$ cat src/rtl/mon_cfg.svh
// Offsets, field positions and reset values of the monitor counters
`ifndef MON_CFG_SVH
`define MON_CFG_SVH
`define OFS_CTR0 3'h0
`define OFS_CTR1 3'h1
`define OFS_CTR2 3'h2
`define OFS_CTRL 3'h3
`define OFS_STATUS 3'h4
`define CTL_SEL_HI 7
`define CTL_SEL_LO 6
`define CTL_ACC_HI 5
`define CTL_ACC_LO 4
`define CTL_MODE_HI 3
`define CTL_MODE_LO 1
`define CTL_BCD 0
`define SEL_READBACK 2'h3
`define ACC_LATCH 2'h0
`define ACC_LSB 2'h1
`define ACC_MSB 2'h2
`define ACC_BOTH 2'h3
`define ST_HOT 0
`define ST_IN_WINDOW 1
`define ST_NOT_LOW 2
`define ST_NOT_HIGH 3
`define ST_DOG 4
`define ST_RELAY 5
`define DOG_CTR 2
`define CTR_NUM 3
`define COUNT_RST 16'h0000
`define RDATA_RST 8'h00
`define UNMAPPED_READ 8'h00
`endif

$ cat src/rtl/mon_pkg.sv
// Types shared by the monitor counter block
package mon_pkg;
    typedef enum logic [2:0] {
        MODE_TC = 3'b000,
        MODE_ONESHOT = 3'b001,
        MODE_RATE = 3'b010,
        MODE_SQUARE = 3'b011,
        MODE_SW_STROBE = 3'b100,
        MODE_HW_STROBE = 3'b101
    } mode_t;
    typedef struct packed {
        logic [1:0] acc;
        mode_t mode;
        logic bcd;
    } ctl_t;
    typedef struct packed {
        logic [2:0] cclk;
        logic [2:0] gate;
        logic temp_hot;
        logic supply_low;
        logic supply_high;
        logic invert;
    } pins_t;
    typedef struct packed {
        logic [2:0] addr;
        logic wr;
        logic rd;
        logic [7:0] wdata;
    } io_req_t;
endpackage : mon_pkg

$ cat src/rtl/watchdog_monitor_counters.sv
// Monitor section: three gated down-counters, watchdog relay drive and status port
// Summary of operation
// (RULE1) Three-bit mode picks modes 0 to 5; top bit ignored for modes 2 and 3.
// (RULE2) Mode 0: output low on count write, high at zero until next write.
// (RULE3) Mode 0: decrementing begins once gate is high or a gate rise has been seen, then continues.
// (RULE4) Mode 1: output low on clock after gate rise, high again at zero.
// (RULE5) Mode 1: another gate rise reloads the count and restarts the low pulse.
// (RULE6) Mode 2: divide by N, one clock low each period, then reload.
// (RULE7) Mode 2: the cycle repeats forever and stops only while gate is low.
// (RULE8) Mode 3: square wave, odd N gives (N+1)/2 high and (N-1)/2 low.
// (RULE9) Mode 4: count write starts counting, one clock low at zero, rewrite to repeat.
// (RULE10) Mode 4: a low gate holds the count.
// (RULE11) Mode 5: gate rise starts count, one clock low at zero; retrigger restarts.
// (RULE12) Software arms the watchdog: counter 2, mode 0, binary, low byte, then count.
// (RULE13) Software enables the watchdog through a serial port modem control bit.
// (RULE14) Software rewrites counter 2 low byte before it reaches zero.
// (RULE15) Status bit 0 is 1 when temperature exceeds the limit.
// (RULE16) Status bit 1 is 1 only while every supply is inside its window.
// (RULE17) Status bit 2 is 0 when any supply is too low.
// (RULE18) Status bit 3 is 0 when any supply is too high.
// (RULE19) Status bit 4 is watchdog output, true if invert option set, else complement.
// (RULE20) Status bit 5 is 0 while relays are energized, 1 otherwise.
// (RULE21) Status bits 6 and 7 always read 0.
// (RULE22) Offsets 0-2 counters, 3 write-only control, 4 read-only status.
// (RULE23) Control word: select 7:6, access 5:4, mode 3:1, decimal flag bit 0.
// (RULE24) Access: 00 latch, 01 low byte, 10 high byte, 11 low then high.
// (RULE25) Decimal flag 0 counts binary, 1 counts BCD; mode 3 halves and counts in binary whatever the flag.
// (RULE26) Status reads have no side effect and show live conditions.
`timescale 1ns/10ps
`include "mon_cfg.svh"
module watchdog_monitor_counters (
    input wire logic clk,
    input wire logic srst,
    input wire mon_pkg::io_req_t io_req,
    input wire mon_pkg::pins_t pins,
    input wire logic dog_enable,
    output logic [7:0] io_rdata,
    output logic [2:0] ctr_out,
    output logic relay_drive
);
    import mon_pkg::*;

    ////////////////////////////////////////////////////////////////////////////////
    // Functions

    function automatic logic [15:0] dec_count(input logic [15:0] v, input logic bcd);
        logic [15:0] r;
        logic borrow;
        r = v;
        borrow = 1'b1;
        if (!bcd) begin
            r = v - 16'h0001;
        end else begin
            for (int k = 0; k < 4; k++) begin
                if (borrow) begin
                    if (r[4*k +: 4] == 4'h0) begin
                        r[4*k +: 4] = 4'h9;
                    end else begin
                        r[4*k +: 4] = r[4*k +: 4] - 4'h1;
                        borrow = 1'b0;
                    end
                end
            end
        end
        return r;
    endfunction : dec_count

    function automatic logic [15:0] half_count(input logic [15:0] v, input logic upper);
        logic [16:0] s;
        s = {1'b0, v} + {16'h0000, upper};
        return s[16:1];
    endfunction : half_count

    function automatic mode_t eff_mode(input logic [2:0] m);
        mode_t r;
        r = mode_t'(m);
        if (m[1]) begin
            r = mode_t'({1'b0, m[1:0]}); // RULE1
        end
        return r;
    endfunction : eff_mode

    ////////////////////////////////////////////////////////////////////////////////
    // Pin synchronisers

    pins_t s1_q;
    pins_t s2_q;
    pins_t s3_q;
    logic [2:0] tick;
    logic [2:0] gate_rise;

    always_ff @(posedge clk) begin
        if (srst) begin
            s1_q <= '0;
            s2_q <= '0;
            s3_q <= '0;
        end else begin
            s1_q <= pins;
            s2_q <= s1_q;
            s3_q <= s2_q;
        end
    end

    assign tick = s2_q.cclk & ~s3_q.cclk;
    assign gate_rise = s2_q.gate & ~s3_q.gate;

    ////////////////////////////////////////////////////////////////////////////////
    // Host decode

    ctl_t ctl_q [`CTR_NUM];
    logic [15:0] init_q [`CTR_NUM];
    logic [15:0] count_q [`CTR_NUM];
    logic [15:0] latch_q [`CTR_NUM];
    logic [2:0] wr_hi_q;
    logic [2:0] rd_hi_q;
    logic [2:0] latched_q;
    logic [2:0] ctl_hit;
    logic [2:0] latch_hit;
    logic [2:0] load_done;
    logic [1:0] w_sel;
    logic [1:0] w_acc;
    logic ctl_wr;

    assign ctl_wr = io_req.wr && io_req.addr == `OFS_CTRL; // RULE22
    assign w_sel = io_req.wdata[`CTL_SEL_HI:`CTL_SEL_LO]; // RULE23
    assign w_acc = io_req.wdata[`CTL_ACC_HI:`CTL_ACC_LO];

    always_comb begin
        for (int i = 0; i < `CTR_NUM; i++) begin
            ctl_hit[i] = ctl_wr && w_sel == 2'(i) && w_acc != `ACC_LATCH;
            latch_hit[i] = ctl_wr && w_sel == 2'(i) && w_acc == `ACC_LATCH; // RULE24
            load_done[i] = io_req.wr && io_req.addr == 3'(i)
                && (ctl_q[i].acc != `ACC_BOTH || wr_hi_q[i]);
        end
    end

    ////////////////////////////////////////////////////////////////////////////////
    // Control word and count loading

    always_ff @(posedge clk) begin
        if (srst) begin
            wr_hi_q <= 3'h0;
            for (int i = 0; i < `CTR_NUM; i++) begin
                ctl_q[i] <= '{acc: `ACC_LSB, mode: MODE_TC, bcd: 1'b0};
                init_q[i] <= `COUNT_RST;
            end
        end else begin
            for (int i = 0; i < `CTR_NUM; i++) begin
                if (ctl_hit[i]) begin
                    ctl_q[i].acc <= w_acc;
                    ctl_q[i].mode <= eff_mode(io_req.wdata[`CTL_MODE_HI:`CTL_MODE_LO]);
                    ctl_q[i].bcd <= io_req.wdata[`CTL_BCD]; // RULE25
                    wr_hi_q[i] <= 1'b0;
                end else if (io_req.wr && io_req.addr == 3'(i)) begin
                    case (ctl_q[i].acc) // RULE24
                        `ACC_LSB: init_q[i] <= {8'h00, io_req.wdata}; // RULE12
                        `ACC_MSB: init_q[i] <= {io_req.wdata, 8'h00};
                        `ACC_BOTH: begin
                            if (wr_hi_q[i]) begin
                                init_q[i][15:8] <= io_req.wdata;
                            end else begin
                                init_q[i][7:0] <= io_req.wdata;
                            end
                            wr_hi_q[i] <= ~wr_hi_q[i];
                        end
                        default: begin
                        end
                    endcase
                end
            end
        end
    end

    ////////////////////////////////////////////////////////////////////////////////
    // Counting engines

    logic [2:0] out_q;
    logic [2:0] pend_q;
    logic [2:0] run_q;
    logic [2:0] trig_q;
    logic [2:0] armed_q;
    logic [2:0] pulse_q;

    always_ff @(posedge clk) begin
        if (srst) begin
            out_q <= 3'h7;
            pend_q <= 3'h0;
            run_q <= 3'h0;
            trig_q <= 3'h0;
            armed_q <= 3'h0;
            pulse_q <= 3'h0;
            for (int i = 0; i < `CTR_NUM; i++) begin
                count_q[i] <= `COUNT_RST;
            end
        end else begin
            for (int i = 0; i < `CTR_NUM; i++) begin
                if (ctl_hit[i]) begin
                    out_q[i] <= eff_mode(io_req.wdata[`CTL_MODE_HI:`CTL_MODE_LO]) != MODE_TC;
                    pend_q[i] <= 1'b0;
                    run_q[i] <= 1'b0;
                    armed_q[i] <= 1'b0;
                    pulse_q[i] <= 1'b0;
                end else if (load_done[i]) begin
                    pend_q[i] <= 1'b1;
                    if (ctl_q[i].mode == MODE_TC) begin
                        out_q[i] <= 1'b0; // RULE2
                        run_q[i] <= 1'b0;
                        armed_q[i] <= 1'b0;
                    end
                    if (ctl_q[i].mode == MODE_SW_STROBE) begin
                        out_q[i] <= 1'b1; // RULE9
                        pulse_q[i] <= 1'b0;
                    end
                end else if (tick[i]) begin
                    trig_q[i] <= 1'b0;
                    case (ctl_q[i].mode)
                        MODE_TC: begin
                            if (pend_q[i]) begin
                                count_q[i] <= init_q[i];
                                pend_q[i] <= 1'b0;
                                run_q[i] <= 1'b1;
                            end else if (run_q[i] && (armed_q[i] || trig_q[i] || s2_q.gate[i])) begin
                                armed_q[i] <= 1'b1; // RULE3
                                count_q[i] <= dec_count(count_q[i], ctl_q[i].bcd);
                                if (count_q[i] == 16'h0001) begin
                                    out_q[i] <= 1'b1; // RULE2
                                    run_q[i] <= 1'b0;
                                end
                            end
                        end
                        MODE_ONESHOT: begin
                            if (trig_q[i]) begin
                                count_q[i] <= init_q[i]; // RULE5
                                out_q[i] <= 1'b0; // RULE4
                                run_q[i] <= 1'b1;
                                pend_q[i] <= 1'b0;
                            end else if (run_q[i]) begin
                                count_q[i] <= dec_count(count_q[i], ctl_q[i].bcd);
                                if (count_q[i] == 16'h0001) begin
                                    out_q[i] <= 1'b1; // RULE4
                                    run_q[i] <= 1'b0;
                                end
                            end
                        end
                        MODE_RATE: begin
                            if (!s2_q.gate[i]) begin
                                out_q[i] <= 1'b1; // RULE7
                            end else if (pend_q[i] || trig_q[i]) begin
                                count_q[i] <= init_q[i];
                                pend_q[i] <= 1'b0;
                                run_q[i] <= 1'b1;
                                out_q[i] <= 1'b1;
                            end else if (run_q[i]) begin
                                if (count_q[i] == 16'h0001) begin
                                    out_q[i] <= 1'b0; // RULE6
                                    count_q[i] <= init_q[i];
                                end else begin
                                    out_q[i] <= 1'b1;
                                    count_q[i] <= dec_count(count_q[i], ctl_q[i].bcd);
                                end
                            end
                        end
                        MODE_SQUARE: begin
                            if (!s2_q.gate[i]) begin
                                out_q[i] <= 1'b1;
                            end else if (pend_q[i] || trig_q[i]) begin
                                count_q[i] <= half_count(init_q[i], 1'b1); // RULE8
                                pend_q[i] <= 1'b0;
                                run_q[i] <= 1'b1;
                                out_q[i] <= 1'b1;
                            end else if (run_q[i]) begin
                                if (count_q[i] <= 16'h0001) begin
                                    out_q[i] <= ~out_q[i];
                                    count_q[i] <= half_count(init_q[i], ~out_q[i]); // RULE8
                                end else begin
                                    count_q[i] <= count_q[i] - 16'h0001;
                                end
                            end
                        end
                        MODE_SW_STROBE: begin
                            if (pend_q[i]) begin
                                count_q[i] <= init_q[i];
                                pend_q[i] <= 1'b0;
                                run_q[i] <= 1'b1;
                            end else if (pulse_q[i]) begin
                                out_q[i] <= 1'b1;
                                pulse_q[i] <= 1'b0;
                            end else if (run_q[i] && s2_q.gate[i]) begin
                                count_q[i] <= dec_count(count_q[i], ctl_q[i].bcd); // RULE10
                                if (count_q[i] == 16'h0001) begin
                                    out_q[i] <= 1'b0; // RULE9
                                    pulse_q[i] <= 1'b1;
                                    run_q[i] <= 1'b0;
                                end
                            end
                        end
                        MODE_HW_STROBE: begin
                            if (trig_q[i]) begin
                                count_q[i] <= init_q[i]; // RULE11
                                pend_q[i] <= 1'b0;
                                run_q[i] <= 1'b1;
                                out_q[i] <= 1'b1;
                                pulse_q[i] <= 1'b0;
                            end else if (pulse_q[i]) begin
                                out_q[i] <= 1'b1;
                                pulse_q[i] <= 1'b0;
                            end else if (run_q[i]) begin
                                count_q[i] <= dec_count(count_q[i], ctl_q[i].bcd);
                                if (count_q[i] == 16'h0001) begin
                                    out_q[i] <= 1'b0; // RULE11
                                    pulse_q[i] <= 1'b1;
                                    run_q[i] <= 1'b0;
                                end
                            end
                        end
                        default: begin
                        end
                    endcase
                end
                if (gate_rise[i]) begin
                    trig_q[i] <= 1'b1;
                end
            end
        end
    end

    ////////////////////////////////////////////////////////////////////////////////
    // Watchdog relay drive

    logic relay_q;
    logic dog_level;

    assign dog_level = out_q[`DOG_CTR] ^ s2_q.invert;

    always_ff @(posedge clk) begin
        if (srst) begin
            relay_q <= 1'b0;
        end else begin
            relay_q <= dog_enable && dog_level; // RULE13
        end
    end

    ////////////////////////////////////////////////////////////////////////////////
    // Status word and host reads

    logic [7:0] status;
    logic [7:0] rdata_q;
    logic [15:0] rd_val;

    always_comb begin
        status = 8'h00; // RULE21
        status[`ST_HOT] = s2_q.temp_hot; // RULE15
        status[`ST_IN_WINDOW] = ~s2_q.supply_low & ~s2_q.supply_high; // RULE16
        status[`ST_NOT_LOW] = ~s2_q.supply_low; // RULE17
        status[`ST_NOT_HIGH] = ~s2_q.supply_high; // RULE18
        status[`ST_DOG] = s2_q.invert ? out_q[`DOG_CTR] : ~out_q[`DOG_CTR]; // RULE19
        status[`ST_RELAY] = ~relay_q; // RULE20
    end

    always_comb begin
        rd_val = count_q[0];
        for (int i = 0; i < `CTR_NUM; i++) begin
            if (io_req.addr == 3'(i)) begin
                rd_val = latched_q[i] ? latch_q[i] : count_q[i];
            end
        end
    end

    always_ff @(posedge clk) begin
        if (srst) begin
            rdata_q <= `RDATA_RST;
            rd_hi_q <= 3'h0;
            latched_q <= 3'h0;
            for (int i = 0; i < `CTR_NUM; i++) begin
                latch_q[i] <= `COUNT_RST;
            end
        end else begin
            for (int i = 0; i < `CTR_NUM; i++) begin
                if (latch_hit[i] && !latched_q[i]) begin
                    latch_q[i] <= count_q[i]; // RULE24
                    latched_q[i] <= 1'b1;
                end else if (ctl_hit[i]) begin
                    rd_hi_q[i] <= 1'b0;
                    latched_q[i] <= 1'b0;
                end else if (io_req.rd && io_req.addr == 3'(i)) begin
                    if (ctl_q[i].acc == `ACC_BOTH) begin
                        rd_hi_q[i] <= ~rd_hi_q[i];
                        latched_q[i] <= latched_q[i] & ~rd_hi_q[i];
                    end else begin
                        latched_q[i] <= 1'b0;
                    end
                end
            end
            if (io_req.rd) begin
                case (io_req.addr)
                    `OFS_CTR0, `OFS_CTR1, `OFS_CTR2: begin
                        if (ctl_q[io_req.addr[1:0]].acc == `ACC_MSB
                            || (ctl_q[io_req.addr[1:0]].acc == `ACC_BOTH
                                && rd_hi_q[io_req.addr[1:0]])) begin
                            rdata_q <= rd_val[15:8];
                        end else begin
                            rdata_q <= rd_val[7:0];
                        end
                    end
                    `OFS_STATUS: rdata_q <= status; // RULE26
                    default: rdata_q <= `UNMAPPED_READ;
                endcase
            end
        end
    end

    assign io_rdata = rdata_q;
    assign ctr_out = out_q;
    assign relay_drive = relay_q;
endmodule : watchdog_monitor_counters

$ cat config.mk
export PLATFORM = sky130hd
export DESIGN_NAME = watchdog_monitor_counters
export DESIGN_NICKNAME = d
export VERILOG_FILES = /design/src/rtl/mon_pkg.sv /design/src/rtl/watchdog_monitor_counters.sv
export VERILOG_INCLUDE_DIRS = /design/src /design/src/rtl
export SDC_FILE = /design/constraint.sdc
export NUM_CORES = 1
export LEC_CHECK = 0
export BUFFER_PORTS_ARGS = -buffer_cell sky130_fd_sc_hd__buf_2
export CORE_MARGIN = 2
export CORE_UTILIZATION = 66
export CTS_BUF_LIST = sky130_fd_sc_hd__clkbuf_8
export DETAILED_ROUTE_END_ITERATION = 6
export PLACE_DENSITY = 0.9
export SLEW_MARGIN = 20
export SYNTH_ARGS = -nofsm -noshare
export SYNTH_HDL_FRONTEND = slang
export SYNTH_SLANG_ARGS = --single-unit
$ cat constraint.sdc
create_clock -name clk -period 4.3 [get_ports clk]
set_clock_uncertainty 0.05 [all_clocks]
set_input_delay 0.645 -clock clk [delete_from_list [all_inputs] [get_ports clk]]
set_output_delay 0.645 -clock clk [all_outputs]
set_load 0.01 [all_outputs]
== Word level (Yosys, flattened, before mapping) ==
Memory sizes are Yosys's and may differ from the RTL's.
Cells that the tools add are included.

* Register bits after elaboration: 62
* Memory bits (writable): 162
* Bits of input ports: 26
* Output and inout bits: 12
* Logic and storage cells: 1735
* Memories: 4

* Add/subtract/negate cells: 21
* Magnitude comparators: 4
* Equal/unequal tests: 107
* Muxes and demuxes: 1328
* Bitwise operators: 90
* Reductions and logical operators: 138

{| class="wikitable"
|+ Memories
! name !! depth !! bits a word !! read ports !! clocked after Yosys merged registers in !! write ports !! line !! source
|-
| count_q || 3 || 16 || 3 || 0 || 3 || watchdog_monitor_counters.sv:112 || <nowiki>logic [15:0] count_q [`CTR_NUM];</nowiki>
|-
| init_q || 3 || 16 || 3 || 0 || 3 || watchdog_monitor_counters.sv:111 || <nowiki>logic [15:0] init_q [`CTR_NUM];</nowiki>
|-
| latch_q || 3 || 16 || 3 || 0 || 3 || watchdog_monitor_counters.sv:113 || <nowiki>logic [15:0] latch_q [`CTR_NUM];</nowiki>
|-
| ctl_q || 3 || 6 || 4 || 0 || 3 || watchdog_monitor_counters.sv:110 || <nowiki>ctl_t ctl_q [`CTR_NUM];</nowiki>
|}

{| class="wikitable"
|+ Operators with widths
! operator !! number
|-
| $mux W16 || 189
|-
| $mux W1 || 1048
|-
| $mux W4 || 57
|-
| $ne A6 B6 Y1 const B || 12
|-
| $or A1 B1 Y1 || 66
|-
| $mux W8 || 7
|-
| $add A16 B1 Y17 || 3
|-
| $add A16 B1 Y17 const B || 3
|-
| $eq A16 B1 Y1 const B || 3
|-
| $le A16 B1 Y1 const B || 3
|-
| $logic_not A4 Y1 || 12
|-
| $ne A4 B4 Y1 const B || 12
|-
| $sub A16 B1 Y16 const B || 3
|-
| $sub A4 B1 Y4 const B || 12
|-
| $reduce_bool A2 Y1 || 19
|-
| $ne A4 B3 Y1 const B || 9
|-
| $reduce_and A12 Y1 || 3
|-
| $logic_and A1 B1 Y1 || 30
|-
| $mux W3 || 10
|-
| $ne A3 B1 Y1 const B || 9
|-
| $reduce_and A9 Y1 || 3
|-
| $reduce_bool A3 Y1 || 9
|-
| $eq A3 B2 Y1 const B || 8
|-
| $ne A2 B2 Y1 const B || 12
|-
| 35 further kinds || 146
|}

== Logic depth before layout (Yosys ltp) ==
An unclocked memory read counts as a cell.

* Depth after elaboration: 54
* Gate-level depth with buffers: 12
* Gate-level depth less buffers: 11

== Worst setup path before layout ==
Ideal clock, no wire load.

* Path type: input to register
* From: in io_req[10] in the netlist's numbering
* To: mem count_q[2][0] (enable)
* Library setup time: 0.333 ns
* Data arrival time: 2.898 ns
* Data required time: 3.917 ns
* Slack: 1.019 ns
* Stages on the path: 8
* Buffers on the path: 2
* Cells stage by stage: buf_2 -> nor4bb_1 -> a21oi_1 -> nand2_1 -> a211oi_1 -> or3_1 -> clkbuf_1 -> or3_1

{| class="wikitable"
|+ RTL lines
! what !! line !! source
|-
| start: declaration || watchdog_monitor_counters.sv:34 || <nowiki>input wire mon_pkg::io_req_t io_req,</nowiki>
|-
| end: declaration || watchdog_monitor_counters.sv:112 ||
|}

==> results by group <==
Logic synthesis
  • Most used DFF post-synth: edfxtp_1
  • Mean Syn Cell Area: 8.23 um2
  • Area share of the largest cell type after synthesis: 0.274
  • Distinct cell type count after synthesis: 94
  • Ys Warns: 0
  • Largest area contributor in the netlist: edfxtp_1
  • Top cells by area, synth: edfxtp_1 27%, dfxtp_1 7.0%, nor2_1 4.4%
  • Net Count, Synth: 2196
  • Syn Inst Count: 2155
  • Post-synth EDFFs: 162
  • Fraction of registers with async set/reset: 0
  • Mapped Area: 0.0177 mm2
  • Seq/Total Area, Yosys: 0.344
  • Seq cells post-synth: 224

Clock tree
  • Htree depth: 2
  • Hold_buf cts: 0
  • CTS tree: yes
  • Gates resized, CTS repair: 0
  • Clock network latency to the later pin of the worst-skew pair: 0.59 ns
  • Number of buffers created by CTS: 40
  • Clock slew at reported path FFs: 0.07 ns
  • Clock Sink Count: 224
  • Maximum root-to-sink buffer count: 3
  • Post-CTS Setup Bufs: 0
  • Clk root buf: clkbuf_8

Setup path
  • Crit path launch type: flop
  • CP Max Fanout: 32
  • R2R Setup Slk: 0.23 ns
  • R2r endpoint: count_q[1][4]
  • Worst setup path endpoint: count_q[1][4]
  • Setup crit start: count_q[1][4]
  • CP required: 4.57 ns
  • Crit Path Category: flop to flop
  • R2r worst-path depth: 9
  • R2R Path Start: count_q[1][4]
  • Arrival time worst endpoint: 4.34 ns
  • Endpoint type of the worst setup path: flop

STA
  • Final setup margin: 0.228 ns
  • Final setup viols: 0
  • Final Max Slew Viols: 0
  • Worst-Margin Slew: 1.11 ns
  • Slew HR: 0.259
  • Hold Fails Final Rpt: 0
  • Final period util: 0.947
  • Max frequency: 0.246 GHz
  • RSZ-0062 raised after global routing: no
  • Sum of negative setup slack: 0 ns
  • Post-layout minimum cycle time: 4.07 ns

Finish
  • Layout Nets: 2183
  • Share of layout cells above drive strength 1: 0.107
  • Layout area overhead: 8.06%
  • Inserted Diodes: 0

Routing
  • DRT antenna net count: 0
  • Total number of vias: 18700
  • DRC: 5
  • Wire per inst: 25.4 um
  • Final WL: 63700 um
  • Drt pass-1 iters: 7
  • Initial DRC count: 3340
  • Vias per cell: 7.44

Floorplanning
  • Ports: 38
  • Die height: 168 um
  • Die Wd: 168 um
  • Full die area: 0.0282 mm2
  • # rows: 59
  • Starting Density: 0.676
  • Core box area: 0.0262 mm2

Global routing
  • Total gr overflow: 0
  • Global Route Usage Sum: 0.445
  • First-pass GRT wire length: 98800 um
  • Pin count of the biggest net entering global routing: 33
  • Vias in the first global route: 17300
  • Initial antenna violation count: 1

Min path
  • Worst Hold Class: input port to flop

Power
  • Worst ir drop on vdd: 0.000299 V
  • Leak pwr: 6.84 nW
  • Pwr per Cell Area: 281 mW/mm2

Place
  • GPL Wtd Cong: 1.06
  • PortBufs: 37
  • Pre-CTS setup slack: 0.470 ns
  • Post-DP HPWL: 46600 um

Status
  • Outcome: finished with violations
  • Failing checks: design-rule violations

Flow run
  • Max cap viols: 0
==> worst min path at each step <==
stage | from | end | slack [ns] | cells past startpoint
finish | pins[1] | s1_q[1] | 0.22 | 2
global route | pins[8] | s1_q[8] | 0.22 | 2
CTS | pins[1] | s1_q[1] | 0.22 | 2
detailed placement | s1_q[2] | s2_q[2] | 0.38 | 1
global placement | s1_q[0] | s2_q[0] | 0.37 | 1
floorplan | s1_q[0] | s2_q[0] | 0.36 | 1
==> cell usage in the layout, fill, tap and decap left out, types with 13 or more instances in the layout <==
master and n:
nor2_1 209, nand2_1 180, edfxtp_1 162, a21oi_1 131
o21ai_0 125, and2_1 113, nand3_1 81, buf_4 81
nor3_1 79, dfxtp_1 62, xnor2_1 61, xor2_1 60
inv_1 57, nor2b_1 57, clkbuf_8 46, buf_2 37
a211oi_1 33, mux2i_1 33, nor4_1 32, or3_1 29
nand2b_1 28, o22ai_1 28, nand4_1 27, o211ai_1 26
a31oi_1 24, a22oi_1 23, and3_1 22, o31ai_1 18
ha_1 15, o21a_1 14, a221oi_1 13
==> cell usage after synthesis (57+ instances only) <==
cell type / count
a21oi_1: 131
and2_1: 113
clkbuf_1: 140
dfxtp_1: 62
edfxtp_1: 162
nand2_1: 180
nand3_1: 81
nor2_1: 209
nor2b_1: 57
nor3_1: 81
o21ai_0: 125
xnor2_1: 61
xor2_1: 60
==> worst max-delay path: stages, from the launching register on <==
cell,delay (ns)
edfxtp_1,0.63
nor4_1,0.79
o21ai_0,0.42
o21a_1,0.31
o31a_1,0.29
a211o_1,0.33
nor3_2,0.27
buf_4,0.46
o21bai_1,0.18
a31oi_1,0.06
==> power by group <==
group / internal, W / switching [W] / leakage, nW
Combinational: 0.000216 / 0.000384 / 4.14
Sequential: 0.00239 / 0.000156 / 2.19
Clock: 0.00124 / 0.000998 / 0.503
Total: 0.00385 / 0.00154 / 6.84
==> final cells by class <==
cell class,instances,area (um2)
multi-input cells,1714,10800
inverters,43,161
flip-flops and latches,224,6110
clock buffers,46,633
repair buffers,119,798
well taps,335,419
fillers,1894,7050
clock inverters,27,254
==> state kept, by name, indices dropped and copies added (netlist names), 6 cells and up <==
signal,cells
count_q,48
init_q,48
latch_q,48
ctl_q,18
s1_q,10
s2_q,10
io_rdata,8
s3_q,6
==> per-layer routing <==
| metal | track usage | wire, um |
|---|---|---|
| met2 | 0.701 | 28200 |
| met1 | 0.573 | 22600 |
| met4 | 0.240 | 4140 |
| met5 | 0 | 54 |
| met3 | 0.102 | 8750 |
==> logic make-up (layout without fill, tap and decap cells) <==
kind of cell             count (synthesis)  after routing  synth area share
buffers and inverters                  217            235            0.0490
XOR/XNOR                               121            121            0.0598
adder cells (fa/ha/maj)                 15             15            0.0106
AND/OR/NAND/NOR                        950            950             0.281
flip-flops                             224            224             0.344
multiplexers                            51             51            0.0371
AO/OA/AOI/OAI                          577            577             0.218
==> through the flow <==
stage	total power (W)	utilization	instances	hold slack [ns]	cell area, um2
CTS	0.00532	0.731	2507	0.217	19100
floorplan	0.00293	-	2155	0.364	17700
finish	0.00539	0.731	2508	0.217	19200
detailed placement	0.00315	0.697	2434	0.382	18300
global route	0.00550	0.731	2508	0.217	19200
global placement	0.00313	0.697	2434	0.368	18300
(Power assumes the default switching activity.)
